--- config.mk ---
export PLATFORM = sky130hd
export DESIGN_NAME = charger_status_flags
export DESIGN_NICKNAME = d
export VERILOG_FILES = /design/src/rtl/charger_status_pkg.sv /design/src/rtl/status_access_if.sv /design/src/rtl/charger_status_flags.sv /design/src/rtl/input_sync.sv /design/src/rtl/status_bank.sv
export SDC_FILE = /design/constraint.sdc
export NUM_CORES = 1
export LEC_CHECK = 0
export ABC_AREA = 1
export BUFFER_PORTS_ARGS = -buffer_cell sky130_fd_sc_hd__buf_2
export CAP_MARGIN = 30
export CORE_ASPECT_RATIO = 1.5
export CORE_MARGIN = 2
export CORE_UTILIZATION = 49
export CTS_CLUSTER_SIZE = 16
export DETAILED_ROUTE_END_ITERATION = 10
export GPL_TIMING_DRIVEN = 1
export PLACE_DENSITY = 0.66
export SKIP_LAST_GASP = 1
export SYNTH_ARGS = -nofsm -noshare
export SYNTH_HDL_FRONTEND = slang
export SYNTH_SLANG_ARGS = --single-unit
--- constraint.sdc ---
create_clock -name clk -period 4.1 [get_ports clk]
set_clock_uncertainty 0.2 [all_clocks]
set_input_delay 0.615 -clock clk [delete_from_list [all_inputs] [get_ports clk]]
set_output_delay 0.615 -clock clk [all_outputs]
set_load 0.03 [all_outputs]
--- src/rtl/charger_status_pkg.sv ---
`default_nettype none
package charger_status_pkg;
    // Bus target address; the value is arbitrary.
    localparam logic [6:0] TARGET_ADDR = 7'h09;
    // Command codes.
    localparam logic [7:0] CMD_CHARGER_STATE = 8'h20;
    localparam logic [7:0] CMD_THROTTLE_TRIGGER = 8'h21;
    // Reset values.
    localparam logic [15:0] CHARGER_STATE_RESET = 16'h0000;
    localparam logic [15:0] THROTTLE_TRIGGER_RESET = 16'h0000;
    // Field layout of the charger state word.
    localparam int BIT_INPUT_PRESENT = 15;
    localparam int BIT_OPTIMISE_DONE = 14;
    localparam int BIT_VOLTAGE_REG = 12;
    localparam int BIT_CURRENT_REG = 11;
    localparam int BIT_FAST_CHARGE = 10;
    localparam int BIT_PRECHARGE = 9;
    localparam int BIT_REVERSE = 8;
    localparam int BIT_INPUT_OV = 7;
    localparam int BIT_BATTERY_OC = 6;
    localparam int BIT_INPUT_OC = 5;
    localparam int BIT_SYSTEM_OV = 4;
    localparam int BIT_LATCHOFF = 2;
    localparam int BIT_REVERSE_OV = 1;
    localparam int BIT_REVERSE_OC = 0;
    localparam logic [15:0] LIVE_MASK = 16'hDF00;
    localparam logic [15:0] FAULT_MASK = 16'h00E7;
    localparam logic [15:0] TRIGGER_MASK = 16'h007F;
    localparam int TRIGGER_COUNT = 7;
    // Synchroniser width: scl, sda, 7 live, 6 faults, overvoltage, 7 triggers.
    localparam int SYNC_WIDTH = 23;
    // Bit count of one bus byte.
    localparam logic [3:0] BYTE_BITS = 4'h8;
    // Protocol engine states.
    typedef enum logic [4:0] {
        ST_IDLE = 5'b00001,
        ST_RX = 5'b00010,
        ST_RACK = 5'b00100,
        ST_TX = 5'b01000,
        ST_TACK = 5'b10000
    } bus_state_type;
endpackage
`default_nettype wire

--- src/rtl/status_access_if.sv ---
`default_nettype none
// Register access strobes from the bus engine to the register bank.
interface status_access_if;
    logic [7:0] cmd;
    logic rd;
    logic wr;
    logic [15:0] wdata;
    logic [15:0] rdata;
    modport engine (output cmd, output rd, output wr, output wdata, input rdata);
    modport bank (input cmd, input rd, input wr, input wdata, output rdata);
endinterface
`default_nettype wire

--- src/rtl/charger_status_flags.sv ---
`default_nettype none
module charger_status_flags
    import charger_status_pkg::*;
(
    // Clock, reset and enable.
    input wire logic clk,
    input wire logic reset_n,
    input wire logic ce,
    // Two-wire host bus, open drain.
    input wire logic scl_in,
    input wire logic sda_in,
    output logic sda_out,
    output logic sda_oe,
    // Live charger indications.
    input wire logic input_good_pin,
    input wire logic current_optimise_done,
    input wire logic input_voltage_regulating,
    input wire logic input_current_regulating,
    input wire logic fast_charge_active,
    input wire logic precharge_active,
    input wire logic reverse_supply_active,
    // Fault events.
    input wire logic input_overvoltage_fault,
    input wire logic battery_overcurrent_fault,
    input wire logic input_overcurrent_fault,
    input wire logic latchoff_fault,
    input wire logic reverse_overvoltage_fault,
    input wire logic reverse_overcurrent_fault,
    input wire logic system_overvoltage_detect,
    // Processor throttle triggers.
    input wire logic [TRIGGER_COUNT-1:0] throttle_trigger_in,
    // Power stage control.
    output logic converter_enable
);
    // ----------------------------------------------------------------
    // Input synchronisation
    // ----------------------------------------------------------------
    logic [SYNC_WIDTH-1:0] raw_in;
    logic [SYNC_WIDTH-1:0] synced;
    logic scl_s;
    logic sda_s;
    logic [15:0] live_word;
    logic [15:0] fault_events;
    logic system_ov_s;
    logic [TRIGGER_COUNT-1:0] trigger_s;

    // Every bus, status and trigger input passes two flip-flops before use; clock, reset and enable do not.
    assign raw_in = {scl_in, sda_in, input_good_pin, current_optimise_done,
        input_voltage_regulating, input_current_regulating, fast_charge_active,
        precharge_active, reverse_supply_active, input_overvoltage_fault,
        battery_overcurrent_fault, input_overcurrent_fault, latchoff_fault,
        reverse_overvoltage_fault, reverse_overcurrent_fault,
        system_overvoltage_detect, throttle_trigger_in};

    input_sync #(.WIDTH(SYNC_WIDTH)) u_sync (
        .clk(clk),
        .reset_n(reset_n),
        .ce(ce),
        .async_in(raw_in),
        .sync_out(synced)
    );

    // Bus, overvoltage and trigger bits.
    assign scl_s = synced[22];
    assign sda_s = synced[21];
    assign system_ov_s = synced[7];
    assign trigger_s = synced[6:0];

    // Place live indications at their word positions.
    always_comb begin
        live_word = 16'h0000;
        live_word[BIT_INPUT_PRESENT] = synced[20];
        live_word[BIT_OPTIMISE_DONE] = synced[19];
        live_word[BIT_VOLTAGE_REG] = synced[18];
        live_word[BIT_CURRENT_REG] = synced[17];
        live_word[BIT_FAST_CHARGE] = synced[16];
        live_word[BIT_PRECHARGE] = synced[15];
        live_word[BIT_REVERSE] = synced[14];
    end

    // Place fault events at their word positions.
    always_comb begin
        fault_events = 16'h0000;
        fault_events[BIT_INPUT_OV] = synced[13];
        fault_events[BIT_BATTERY_OC] = synced[12];
        fault_events[BIT_INPUT_OC] = synced[11];
        fault_events[BIT_LATCHOFF] = synced[10];
        fault_events[BIT_REVERSE_OV] = synced[9];
        fault_events[BIT_REVERSE_OC] = synced[8];
    end

    // ----------------------------------------------------------------
    // Register bank
    // ----------------------------------------------------------------
    status_access_if acc ();

    status_bank u_bank (
        .clk(clk),
        .reset_n(reset_n),
        .ce(ce),
        .live_word(live_word),
        .fault_events(fault_events),
        .system_ov_detect(system_ov_s),
        .trigger_events(trigger_s),
        .acc(acc.bank),
        .converter_enable(converter_enable)
    );

    // ----------------------------------------------------------------
    // Bus line events
    // ----------------------------------------------------------------
    logic scl_prev_q;
    logic sda_prev_q;
    logic scl_rise;
    logic scl_fall;
    logic bus_start;
    logic bus_stop;

    // Previous line levels for edge detection.
    always_ff @(posedge clk or negedge reset_n) begin
        if (!reset_n) begin
            scl_prev_q <= 1'b0;
            sda_prev_q <= 1'b0;
        end else if (ce) begin
            scl_prev_q <= scl_s;
            sda_prev_q <= sda_s;
        end
    end

    // Start and stop are data changes while the clock line is high.
    assign scl_rise = scl_s && !scl_prev_q;
    assign scl_fall = !scl_s && scl_prev_q;
    assign bus_start = scl_s && scl_prev_q && sda_prev_q && !sda_s;
    assign bus_stop = scl_s && scl_prev_q && !sda_prev_q && sda_s;

    // ----------------------------------------------------------------
    // Protocol engine
    // ----------------------------------------------------------------
    // Engine registers.
    bus_state_type state_q;
    logic [3:0] bit_cnt_q;
    logic [1:0] byte_idx_q;
    logic [7:0] shift_q;
    logic [7:0] cmd_q;
    logic [7:0] low_q;
    logic [15:0] tx_q;
    logic [15:0] wdata_q;
    logic reading_q;
    logic second_q;
    logic acked_q;
    logic oe_q;
    logic wr_q;

    // Decoded events.
    logic byte_done;
    logic addr_match;
    logic read_load;

    // A byte is complete at the clock fall after its eighth bit.
    assign byte_done = (state_q == ST_RX) && scl_fall && (bit_cnt_q == BYTE_BITS);
    assign addr_match = shift_q[7:1] == TARGET_ADDR;

    // Read snapshot and flag clear happen on the same edge.
    assign read_load = byte_done && (byte_idx_q == 2'd0) && addr_match && shift_q[0];

    always_ff @(posedge clk or negedge reset_n) begin
        if (!reset_n) begin
            state_q <= ST_IDLE;
            bit_cnt_q <= 4'h0;
            byte_idx_q <= 2'd0;
            shift_q <= 8'h00;
            cmd_q <= 8'h00;
            low_q <= 8'h00;
            tx_q <= 16'h0000;
            wdata_q <= 16'h0000;
            reading_q <= 1'b0;
            second_q <= 1'b0;
            acked_q <= 1'b0;
            oe_q <= 1'b0;
            wr_q <= 1'b0;
        end else if (ce) begin
            wr_q <= 1'b0;

            if (bus_start) begin
                // Start or repeated start: expect an address byte.
                state_q <= ST_RX;
                bit_cnt_q <= 4'h0;
                byte_idx_q <= 2'd0;
                oe_q <= 1'b0;
            end else if (bus_stop) begin
                state_q <= ST_IDLE;
                oe_q <= 1'b0;
            end else begin
                unique case (state_q)
                    // Bus free or not ours.
                    ST_IDLE: begin
                        oe_q <= 1'b0;
                    end

                    // Shifts in a byte.
                    ST_RX: begin
                        if (scl_rise && bit_cnt_q != BYTE_BITS) begin
                            shift_q <= {shift_q[6:0], sda_s};
                            bit_cnt_q <= bit_cnt_q + 4'h1;
                        end else if (byte_done) begin
                            if (byte_idx_q == 2'd0 && !addr_match) begin
                                state_q <= ST_IDLE;
                            end else begin
                                // Acknowledge the byte by pulling data low.
                                state_q <= ST_RACK;
                                oe_q <= 1'b1;

                                unique case (byte_idx_q)
                                    2'd0: reading_q <= shift_q[0];
                                    2'd1: cmd_q <= shift_q;
                                    2'd2: low_q <= shift_q;
                                    default: begin
                                        wdata_q <= {shift_q, low_q};
                                        wr_q <= 1'b1;
                                    end
                                endcase

                                if (byte_idx_q != 2'd3) begin
                                    byte_idx_q <= byte_idx_q + 2'd1;
                                end

                                if (read_load) begin
                                    // Low byte goes out first.
                                    tx_q <= {acc.rdata[7:0], acc.rdata[15:8]};
                                end
                            end
                        end
                    end

                    // Holds the acknowledge.
                    ST_RACK: begin
                        if (scl_fall) begin
                            bit_cnt_q <= 4'h0;

                            if (reading_q) begin
                                state_q <= ST_TX;
                                second_q <= 1'b0;
                                oe_q <= !tx_q[15];
                                tx_q <= {tx_q[14:0], 1'b0};
                                bit_cnt_q <= 4'h1;
                            end else begin
                                state_q <= ST_RX;
                                oe_q <= 1'b0;
                            end
                        end
                    end

                    // Shifts out a byte.
                    ST_TX: begin
                        if (scl_fall) begin
                            if (bit_cnt_q == BYTE_BITS) begin
                                // Release data for the host's acknowledge.
                                state_q <= ST_TACK;
                                oe_q <= 1'b0;
                            end else begin
                                oe_q <= !tx_q[15];
                                tx_q <= {tx_q[14:0], 1'b0};
                                bit_cnt_q <= bit_cnt_q + 4'h1;
                            end
                        end
                    end

                    // Reads the host's acknowledge.
                    ST_TACK: begin
                        if (scl_rise) begin
                            acked_q <= !sda_s;
                        end else if (scl_fall) begin
                            if (acked_q && !second_q) begin
                                state_q <= ST_TX;
                                second_q <= 1'b1;
                                oe_q <= !tx_q[15];
                                tx_q <= {tx_q[14:0], 1'b0};
                                bit_cnt_q <= 4'h1;
                            end else begin
                                state_q <= ST_IDLE;
                            end
                        end
                    end

                    default: begin
                        state_q <= ST_IDLE;
                        oe_q <= 1'b0;
                    end
                endcase
            end
        end
    end

    // Strobes and data toward the register bank.
    assign acc.cmd = cmd_q;
    assign acc.rd = read_load && ce;
    assign acc.wr = wr_q && ce;
    assign acc.wdata = wdata_q;

    // Open drain: the pin is only ever pulled low.
    assign sda_out = 1'b0;
    assign sda_oe = oe_q;
endmodule
`default_nettype wire

--- src/rtl/input_sync.sv ---
`default_nettype none
module input_sync
    import charger_status_pkg::*;
#(
    parameter int WIDTH = SYNC_WIDTH
) (
    // Clock, reset and enable.
    input wire logic clk,
    input wire logic reset_n,
    input wire logic ce,
    // Asynchronous inputs and their synchronised copies.
    input wire logic [WIDTH-1:0] async_in,
    output logic [WIDTH-1:0] sync_out
);
    logic [WIDTH-1:0] meta_q;

    // Two flip-flops per bit; only the second stage is read outside.
    always_ff @(posedge clk or negedge reset_n) begin
        if (!reset_n) begin
            meta_q <= '0;
            sync_out <= '0;
        end else if (ce) begin
            meta_q <= async_in;
            sync_out <= meta_q;
        end
    end
endmodule
`default_nettype wire

--- src/rtl/status_bank.sv ---
`default_nettype none
module status_bank
    import charger_status_pkg::*;
(
    // Clock, reset and enable.
    input wire logic clk,
    input wire logic reset_n,
    input wire logic ce,
    // Synchronised status placed at their word positions.
    input wire logic [15:0] live_word,
    input wire logic [15:0] fault_events,
    input wire logic system_ov_detect,
    input wire logic [TRIGGER_COUNT-1:0] trigger_events,
    // Register access.
    status_access_if.bank acc,
    // Converter enable.
    output logic converter_enable
);
    logic [15:0] fault_q;
    logic system_ov_q;
    logic [TRIGGER_COUNT-1:0] trigger_q;
    logic charger_read;
    logic trigger_read;
    logic ov_clear;

    // Access decode; writes to every other bit or word have no effect.
    assign charger_read = acc.rd && (acc.cmd == CMD_CHARGER_STATE);
    assign trigger_read = acc.rd && (acc.cmd == CMD_THROTTLE_TRIGGER);
    assign ov_clear = (acc.wr && (acc.cmd == CMD_CHARGER_STATE) && !acc.wdata[BIT_SYSTEM_OV])
        || !live_word[BIT_INPUT_PRESENT];

    // Fault flags clear on a host read; a new event in that cycle wins.
    always_ff @(posedge clk or negedge reset_n) begin
        if (!reset_n) begin
            fault_q <= CHARGER_STATE_RESET;
        end else if (ce) begin
            fault_q <= ((charger_read ? 16'h0000 : fault_q) | fault_events) & FAULT_MASK;
        end
    end

    // System overvoltage latch; the live condition overrides any clear.
    always_ff @(posedge clk or negedge reset_n) begin
        if (!reset_n) begin
            system_ov_q <= 1'b0;
        end else if (ce) begin
            system_ov_q <= system_ov_detect || (system_ov_q && !ov_clear);
        end
    end

    // Throttle trigger flags hold until the word is read.
    always_ff @(posedge clk or negedge reset_n) begin
        if (!reset_n) begin
            trigger_q <= THROTTLE_TRIGGER_RESET[TRIGGER_COUNT-1:0];
        end else if (ce) begin
            trigger_q <= (trigger_read ? '0 : trigger_q) | trigger_events;
        end
    end

    // Read multiplexer; reserved bits and unmapped commands read zero.
    always_comb begin
        acc.rdata = 16'h0000;
        if (acc.cmd == CMD_CHARGER_STATE) begin
            acc.rdata = (live_word & LIVE_MASK) | fault_q;
            acc.rdata[BIT_SYSTEM_OV] = system_ov_q;
        end else if (acc.cmd == CMD_THROTTLE_TRIGGER) begin
            acc.rdata = {9'h000, trigger_q} & TRIGGER_MASK;
        end
    end

    // The converter runs only while the latch is clear.
    assign converter_enable = !system_ov_q;
endmodule
`default_nettype wire

==> After elaboration in Yosys (flattened, before gate mapping) <==
Cells that the tools add are included.
{ "totals": {"ff_bits": 120, "out_inout_bits": 3, "word_cells": 202} }
{ "op_classes": {"add_sub_neg": 2, "n_eq_ne": 44, "n_mux": 73, "n_bitwise": 8, "reduce_logical": 55} }
{ "ops": {"columns": ["cell", "count"], "rows": [
  ["2-to-1 mux 16 bit", 12],
  ["one-hot mux 16 bit (4 select lines)", 1],
  ["2-to-1 mux 5 bit", 9],
  ["2-to-1 mux 4 bit", 11],
  ["!= test 4 bit (second input constant)", 10],
  ["AND reduction 8 bit", 4],
  ["!= test 2 bit (second input constant)", 15],
  ["AND reduction 9 bit", 3],
  ["2-to-1 mux 1 bit", 25],
  ["one-hot mux 5 bit (5 select lines)", 1],
  ["logical AND 1 bit", 22],
  ["!= test 3 bit (second input constant)", 7],
  ["== test 8 x 6 -> 1 bit (second input constant)", 2],
  ["OR 16 x 8 -> 16 bit", 1],
  ["one-hot mux 4 bit (4 select lines)", 1],
  ["AND reduction 15 bit", 1],
  ["2-to-1 mux 2 bit", 7],
  ["2-to-1 mux 7 bit", 2],
  ["logical NOT 1 bit", 11],
  ["AND reduction 10 bit", 1],
  ["AND reduction 5 bit", 2],
  ["2-to-1 mux 8 bit", 1],
  ["OR 8 bit", 1],
  ["nonzero test 2 bit", 4],
  ["other kinds (23)", 28]
]} }

==> Depth between registers and ports, before layout <==
Gate-level depths: netlist (run 1).
{ "logic_depth": {"word_depth": 12, "depth_mapped": 12, "mapped_depth_nobuf": 11} }

==> By module <==
A second synthesis (run 1) with hierarchy kept.
{ "unflattened": {"cells_unflattened": 819, "hier_area_um2": 6521.3} }
{ "by_module_without_submodules": {"columns": ["module", "instances", "cells_per_inst", "area_per_inst_um2", "seq_area_each_um2"], "rows": [
  ["charger_status_flags", 1, 503, 3906.2, 1853.0],
  ["input_sync", 1, 194, 1789.2, 1151.1],
  ["status_bank", 1, 122, 825.8, 350.3]
]} }

==> Worst setup path after synthesis (run 1) <==
Ideal clock, no wire load.
{ "synth_timing": {"kind": "register to register", "from": "register bit_cnt_q[0]", "to": "register tx_q[10]", "arrival_ns": 1.638, "slack_ns": 2.146, "path_stages_with_launch": 11, "period_less_slack_ns": 1.954, "path_cell_list": "dfrtp_1 -> inv_1 -> ha_1 -> nand3_1 -> o21ai_0 -> nand3_1 -> nor2_4 -> nand2_4 -> buf_6 -> nand2_1 -> nand2_1"} }
{ "synth_via": {"elab_chain_len": 7, "word_cells_on_any_way": 12, "cone_classes": "eq/ne (6); reduce/logical (6)"} }
{ "synth_rtl": {"columns": ["item", "line_no", "rtl"], "rows": [
  ["start, declared", "charger_status_flags.sv:141", "logic [3:0] bit_cnt_q;"],
  ["start signal, assigned", "charger_status_flags.sv:204", "bit_cnt_q <= bit_cnt_q + 4'h1;"],
  ["start signal, assigned", "charger_status_flags.sv:263", "bit_cnt_q <= bit_cnt_q + 4'h1;"],
  ["== test 4 bit", "charger_status_flags.sv:160, charger_status_flags.sv:256", null],
  ["logical AND 1 bit", "charger_status_flags.sv:160", "assign byte_done = (state_q == ST_RX) && scl_fall && (bit_cnt_q == BYTE_BITS);"],
  ["logical AND 1 bit (3 in a row)", "charger_status_flags.sv:164", "assign read_load = byte_done && (byte_idx_q == 2'd0) && addr_match && shift_q[0];"],
  ["!= test 2 bit (no line)", null, null],
  ["AND reduction 15 bit (no line) (*)", null, null],
  ["end signal, assigned", "charger_status_flags.sv:229", "tx_q <= {acc.rdata[7:0], acc.rdata[15:8]};"],
  ["end signal, assigned", "charger_status_flags.sv:244", "tx_q <= {tx_q[14:0], 1'b0};"],
  ["end signal, assigned", "charger_status_flags.sv:262", "tx_q <= {tx_q[14:0], 1'b0};"],
  ["end, declared", "charger_status_flags.sv:146", "logic [15:0] tx_q;"]
]} }
Mark *: on every way between the ends. The rest lies on a longest branch, timed or not.
A chain may end at the register's enable or synchronous reset.

==> Worst setup path in the final report (run 1) <==
{ "layout_timing": {"from": "register bit_cnt_q[0]", "to": "register tx_q[14]"} }
Same word-level chain as after synthesis.

==> results of run 1 <==
[per-layer routing]
layer  up-vias  wire (um)
li1       2247          -
met1      2062       5003
met2       110       5800
met3        30        282
met4         0        391
met5         -          0
[state kept, by name, summed over array words and instances (netlist names), 2 cells and up]
name / count
u_sync.meta_q: 23
u_sync.sync_out: 23
tx_q: 16
acc.cmd: 8
shift_q: 8
u_bank.trigger_q: 7
u_bank.fault_q: 6
state_q: 5
bit_cnt_q: 4
byte_idx_q: 2
[cells by family after synthesis]
kind of cell             synth area share
adder cells (fa/ha/maj)           0.01613
AND/OR/NAND/NOR                    0.3198
flip-flops                         0.5164
AO/OA/AOI/OAI                     0.07535
buffers and inverters             0.07004
XOR/XNOR                         0.001613
other                           0.0006906
[stage by stage]
| stage | instances | worst slack (ns) | utilization | cell area (um2) | total power [mW] |
|---|---|---|---|---|---|
| floorplan | 699 | 2.146 | - | 5430 | 1.477 |
| global placement | 857 | 1.680 | 0.5192 | 5679 | 1.560 |
| detailed placement | 857 | 1.680 | 0.5192 | 5679 | 1.577 |
| CTS | 873 | 1.687 | 0.5475 | 5988 | 2.463 |
| global route | 873 | 1.446 | 0.5475 | 5988 | 2.566 |
| finish | 873 | 1.659 | 0.5475 | 5988 | 2.438 |
[final cells by class]
cell class                      instances  area (um2)  area share
Clock inverter                          6       70.07     0.01170
Tap cell                              147       183.9     0.03071
Timing Repair Buffer                   32       175.2     0.02925
Clock buffer                           10       239.0     0.03991
Inverter                               72       270.3     0.04513
Multi-Input combinational cell        494        2246      0.3751
Sequential cell                       112        2804      0.4682
[critical path: stages, from the launching register on]
cell     delay (ns)
dfrtp_1        0.40
inv_1          0.08
ha_1           0.20
nand3_1        0.22
nor2_1         0.11
inv_1          0.07
nand3_1        0.08
nor2_2         0.56
nand2_4        0.25
nand2_1        0.12
nand2_1        0.05
[where the power goes]
group / leakage (nW) / switching (mW) / total (mW) / internal (mW)
clock network: 0.151 / 0.435 / 0.885 / 0.450
logic: 1.64 / 0.196 / 0.293 / 0.0963
registers: 1.37 / 0.0638 / 1.26 / 1.20
total: 3.16 / 0.695 / 2.44 / 1.74
[worst max path at each step]
| stage | start | end | slack (ns) |
|---|---|---|---|
| 2_1_floorplan | bit_cnt_q[0] | tx_q[10] | 2.15 |
| 3_3_place_gp | ce | tx_q[12] | 1.68 |
| 3_5_place_dp | ce | tx_q[5] | 1.68 |
| 4_1_cts | bit_cnt_q[0] | tx_q[5] | 1.69 |
| 5_1_grt | bit_cnt_q[0] | acc.cmd[2] | 1.45 |
| 6_report | bit_cnt_q[0] | tx_q[14] | 1.66 |
[synthesized netlist by cell type]
master	number
a21oi_1	6
a21oi_2	1
buf_2	1
buf_4	4
buf_6	2
clkbuf_1	14
clkinv_1	1
conb_1	1
dfrtp_1	111
dfstp_2	1
ha_1	7
inv_1	65
inv_2	6
nand2_1	264
nand2_2	1
nand2_4	2
nand3_1	63
nand3_2	3
nand3b_1	1
nand4_1	6
nor2_1	42
nor2_2	5
nor2_4	5
nor2_8	1
nor3_1	9
nor3_2	1
nor4_1	1
o21ai_0	72
o21ai_1	2
xnor2_1	1
[cell usage in the layout (no fill, tap or decap)]
cell / count
nor2_1: 42
nor3_2: 1
nand2_4: 2
ha_1: 7
clkbuf_16: 9
a21oi_2: 1
nand3_1: 63
clkbuf_8: 1
nor2_8: 1
nand4_1: 6
dfstp_2: 1
nor4_1: 1
nor2_2: 5
xnor2_1: 1
o21ai_1: 2
clkinv_8: 2
clkinv_4: 1
nand2_2: 1
conb_1: 1
clkinv_1: 1
buf_2: 26
dfrtp_1: 111
inv_2: 6
nand3_2: 3
a21oi_1: 6
buf_4: 6
nand2_1: 264
nand3b_1: 1
inv_1: 65
nor2_4: 5
inv_8: 1
inv_6: 2
nor3_1: 9
o21ai_0: 72
==> reports/results.tsv, run 1 <==
stage	metric	value	unit
setup_path	rrSetupSlack	1.66	ns
setup_path	critical_path_class	register to register	
global_route	antenna_found_initial	0	
cts	clkTransAtPathRegs	0.08	ns
setup_path	r2r_cells	10	
yosys	ys_ff_latch	112	
cts	post_cts_resized	0	
hold_path	min-delay-path-class	primary input to async pin	
yosys	syn_area	5430	um2
floorplan	ios	29	
floorplan	die_area	11960	um2
global_route	grt_use_met2	0.3561	
route	num_vias	4449	
cts	cts_root_buf	clkbuf_16	
global_route	grt_max_degree	71	
global_route	grt_use_met3	0.01936	
yosys	syn-num-nets	732	
route	drtIter0Drc	205	
setup_path	cp_max_fo	17	
cts	insertion_delay	0.35	ns
run	drv_cap	0	
global_route	grt_pass1_wl	19850	um
global_route	grt_pass1_vias	4280	
finish	areaGrowthSynthToFinish	10.28	%
finish	nFillCells	1055	
timing	slew_headroom	0.5156	
cts	clock_path_buffers	2	
yosys	seq_area_frac_synth	0.5164	
timing	finalSetupViolCount	0	
global_route	grt-ovfl-total	0	
setup_path	timing.rr.end	tx_q[14]	
power	power_leakage	3.163	nW
finish	final_nets	754	
cts	clock-sinks	112	
global_route	grt_util_all_layers	0.2035	
floorplan	num_rows	47	
yosys	synth_top_area_cell	dfrtp_1	
setup_path	worstSetupEndpointType	register	
route	avgRoutedWirePerCell	13.15	um
timing	hold_viol	0	
timing	slew_violations	0	
yosys	synth_cell_types	30	
finish	n_antenna_cell	0	
placed_design	globalplace.congestion	0.8776	
floorplan	placeableCoreArea	10940	um2
yosys	synth_top_area_frac	0.5115	
route	drt_wl_total	11480	um
timing	hold_ws	0.1184	ns
power	ir_worst_vdd	0.0002016	V
route	vias_per_cell	5.096	
cts	cts_tree	done	
finish	drive_above_1_share	0.1019	
yosys	synth_area_leaders	dfrtp_1 (51%), nand2_1 (18%), o21ai_0 (6.6%)	
timing	fin_crit	2.441	ns
route	drc	0	
timing	finalCritPeriodShare	0.5953	
cts	cts_setup_buffers	0	
power	power_per_cell_area	407.2	nW/um2
setup_path	r2r-start	bit_cnt_q[0]	
yosys	syn_inst	699	
route	ant_nets	0	
floorplan	die_x	89.96	um
floorplan	fp.dieH	132.9	um
timing	max_slew.worst_pin.slew	0.7266	ns
placed_design	place_hpwl	8201	um
floorplan	start_util	0.4965	
setup_path	required	4.14	ns
global_route	grt_util_met1	0.2507	
setup_path	worstSetupStartpointType	register	
timing	clock.fmax	0.4097	GHz
placed_design	numPortBuffers	27	
route	first_pass_iters	5	
cts	cts_max_level	3	
cts	cts-buffers-inserted	9	
yosys	ys_warn_count	0	
timing	setup_tns	0	ns
setup_path	cp_data_arrival_time	2.48	ns
cts	ctsHoldBuffers	0	
timing	rsz0062_at_grt	no	
run_status	status	finished clean	
yosys	avgSynthCellArea	7.769	um2
global_route	grt.busiest_layer	met2	
(Power assumes the default switching activity.)
==> run 2, diff against run 1 <==
--- a/config.mk
+++ b/config.mk
@@ -14,7 +14,7 @@
 export CTS_CLUSTER_SIZE = 16
 export DETAILED_ROUTE_END_ITERATION = 10
 export GPL_TIMING_DRIVEN = 1
-export PLACE_DENSITY = 0.66
+export PLACE_DENSITY = 0.69
 export SKIP_LAST_GASP = 1
 export SYNTH_ARGS = -nofsm -noshare
 export SYNTH_HDL_FRONTEND = slang
==> constraint.sdc (replaced) <==
create_clock -name clk -period 2.1 [get_ports clk]
set_clock_uncertainty 0.2 [all_clocks]
set_input_delay 0.315 -clock clk [delete_from_list [all_inputs] [get_ports clk]]
set_output_delay 0.315 -clock clk [all_outputs]
set_load 0.03 [all_outputs]
==> run 2 against run 1 <==
  * Worst hold slack lost 0.11 ns
  * Largest power group unchanged
  * Critical endpoint is now low_q[4]
  * Wire length grew 4.9%
  * Critical path depth is the same
  * Total power grew 100%
  * Design area grew 9.1%
  * Global-route usage grew 0.85 points
  * Non-clock buffer count grew 53
  * Clock power grew 89%
  * Utilization grew 5.0 points
  * First-iteration DRC count grew 27%
  * Sequential power grew 95%
  * Sequential share of layout area shrank 3.9 points
==> reports/results.tsv, run 2 (synthesized netlist as in run 1, its figures left out) <==
stage	metric	value	unit	change
run_status	status	finished clean		unchanged
hold_path	min-delay-path-class	primary input to register		was primary input to async pin
setup_path	worst-path-buf-inv	2		unchanged
finish	multi_input_area	2316	um2	was 2246 um2
power	power_per_cell_area	744.9	nW/um2	was 407.2 nW/um2
timing	slew_headroom	0.5953		was 0.5156
placed_design	dp.cells	879		was 857
setup_path	critical-path-top-delay-family	simple AND/OR/NAND/NOR gates		unchanged
global_route	antenna_found_initial	0		unchanged
route	drc	0		unchanged
route	drt_wl_total	12040	um	was 11,480 um
setup_path	cp_max_fo	5		was 17
floorplan	fp.dieH	132.9	um	unchanged
finish	top_regs	u_sync.meta_q: 23 flops, u_sync.sync_out: 23 flops, tx_q: 16 flops		unchanged
timing	slew_violations	0		unchanged
timing	finalSetupViolCount	0		unchanged
setup_path	timing.critical_path.mode_cell	nor2_4		
timing	fin_crit	1.984	ns	was 2.441 ns
global_route	grt_util_all_layers	0.2120		was 0.2035
global_route	grt-ovfl-total	0		unchanged
timing	max_slew.worst_pin.slew	0.6071	ns	was 0.7266 ns
timing	hold_ws	0.003634	ns	was 0.1184 ns
finish	fin_cells	926		was 873
run	drv_cap	0		unchanged
timing	clock.fmax	0.5042	GHz	was 0.4097 GHz
floorplan	num_rows	47		unchanged
route	first_pass_iters	6		was 5
global_route	grt_pass1_vias	4603		was 4,280
setup_path	max_stage_delay	0.38	ns	was 0.56 ns
placed_design	numPortBuffers	27		unchanged
placed_design	place_hpwl	8388	um	was 8201 um
finish	areaGrowthSynthToFinish	20.30	%	was 10.28%
global_route	grt_pass1_wl	20720	um	was 19,850 um
setup_path	crit_path_top_delay_cell	dfrtp_1		was nor2_2
power	power_leakage	3.410	nW	was 3.163 nW
route	num_vias	4674		was 4,449
setup_path	worstSetupEndpointType	register		unchanged
cts	cts_root_buf	clkbuf_16		unchanged
cts	clkTransAtPathRegs	0.07	ns	was 0.08 ns
floorplan	die_area	11960	um2	unchanged
route	ant_nets	0		unchanged
placed_design	globalplace.congestion	0.8773		was 0.8776
power	ir_worst_vdd	0.0005614	V	was 0.0002016 V
finish	drive_above_1_share	0.1451		was 0.1019
cts	insertion_delay	0.35	ns	about the same
power	p_total	4.866	mW	was 2.438 mW
setup_path	required	2.13	ns	was 4.14 ns
global_route	grt_max_degree	45		was 71
cts	clock_path_buffers	2		unchanged
setup_path	worstPathCellList	inv_1 -> ha_2 -> nand3_4 -> nor2_4 -> nand2_4 -> nor2_4 -> buf_4 -> nand3_1 -> o21ai_0 -> nand2_1		was inv_1 -> ha_1 -> nand3_1 -> nor2_1 -> inv_1 -> nand3_1 -> nor2_2 -> nand2_4 -> nand2_1 -> nand2_1
route	avgRoutedWirePerCell	13.00	um	was 13.15 um
cts	cts_tree	done		unchanged
route	drtIter0Drc	260		was 205
finish	final_nets	807		was 754
finish	final_cell_mix	nand2_1 (262), dfrtp_1 (111), o21ai_0 (70)		was nand2_1 (264), dfrtp_1 (111), o21ai_0 (72)
route	vias_per_cell	5.048		was 5.096
floorplan	placeableCoreArea	10940	um2	unchanged
finish	nFillCells	974		was 1,055
floorplan	die_x	89.96	um	unchanged
cts	cts-buffers-inserted	9		unchanged
cts	clock-sinks	112		unchanged
finish	layout_commonest_cell	nand2_1		unchanged
floorplan	start_util	0.4965		unchanged
finish	n_antenna_cell	0		unchanged
timing	finalCritPeriodShare	0.9445		was 0.5953
setup_path	worstSetupStartpointType	register		unchanged
setup_path	critical_path_class	register to register		unchanged
setup_path	cp_data_arrival_time	2.02	ns	was 2.48 ns
cts	cts_max_level	3		unchanged
timing	hold_viol	0		unchanged
finish	seq_area	2804	um2	unchanged
floorplan	ios	29		unchanged
==> run 2: cell types whose count changed in the layout (fill, tap and decap cells not counted), sizes merged <==
cell         previous run  this run
buf                    32        62
dlygate4sd3             0        23
clkinv                  4         3
clkinvlp                0         1
==> run 2: cell type report <==
cell class	instances	share of cell area
flip-flops and latches	112	0.4292
repair buffers	85	0.1023
inverters	72	0.04137
clock buffers	10	0.03505
clock inverters	6	0.009385
well taps	147	0.02816
multi-input cells	494	0.3545
==> run 2: path summary, 6_finish.rpt <==
check / start / endpoint / slack (ns) / depth (start not counted)
setup / recovery: bit_cnt_q[0] / low_q[4] / 0.12 / 10
hold / removal: scl_in / u_sync.meta_q[22] / 0.004 / 3
setup reg to reg: bit_cnt_q[0] / low_q[4] / 0.12 / 10
hold reg to reg: sda_oe / sda_oe / 0.27 / 2
max in group asynchronous: reset_n / u_bank.fault_q[7] / 0.80 / 3
min in group asynchronous: reset_n / shift_q[1] / 0.33 / 2
==> run 2: power breakdown <==
part	switching, mW	internal [mW]
clock network	0.837	0.836
logic	0.432	0.296
registers	0.127	2.34
total	1.40	3.47
==> run 2: through the flow <==
stage | util | cell area [um2] | setup slack [ns] | setup TNS [ns]
5_1_grt | 0.5972 | 6533 | -0.01491 | -0.01491
3_3_place_gp | 0.5377 | 5882 | 0.01627 | 0
3_5_place_dp | 0.5377 | 5882 | -0.06743 | -0.3672
2_1_floorplan | - | 5430 | 0.1458 | 0
4_1_cts | 0.5860 | 6410 | 0.002517 | 0
6_report | 0.5972 | 6533 | 0.1165 | 0
==> run 2: per-layer routing <==
layer / vias to the layer above / GRT usage / wire, um
met2: 105 / 0.3763 / 6242
met5: - / 0 / 0
met1: 2188 / 0.2494 / 4994
li1: 2351 / - / -
met4: 0 / 0.09829 / 397
met3: 30 / 0.03815 / 401
==> run 2: worst min-delay path, cell delays in order <==
cell	delay, ns
buf_2	0.08
nand2_1	0.05
nand2_1	0.07
==> run 2: repair_timing <==
action                                  in CTS  in global routing
hold buffers                                23                  0
endpoints found under the setup margin       8                 38
buffers inserted                             0                  8
hold endpoints to repair                    60                  0
gates resized for setup                      2                 16
pin swaps                                    0                  6
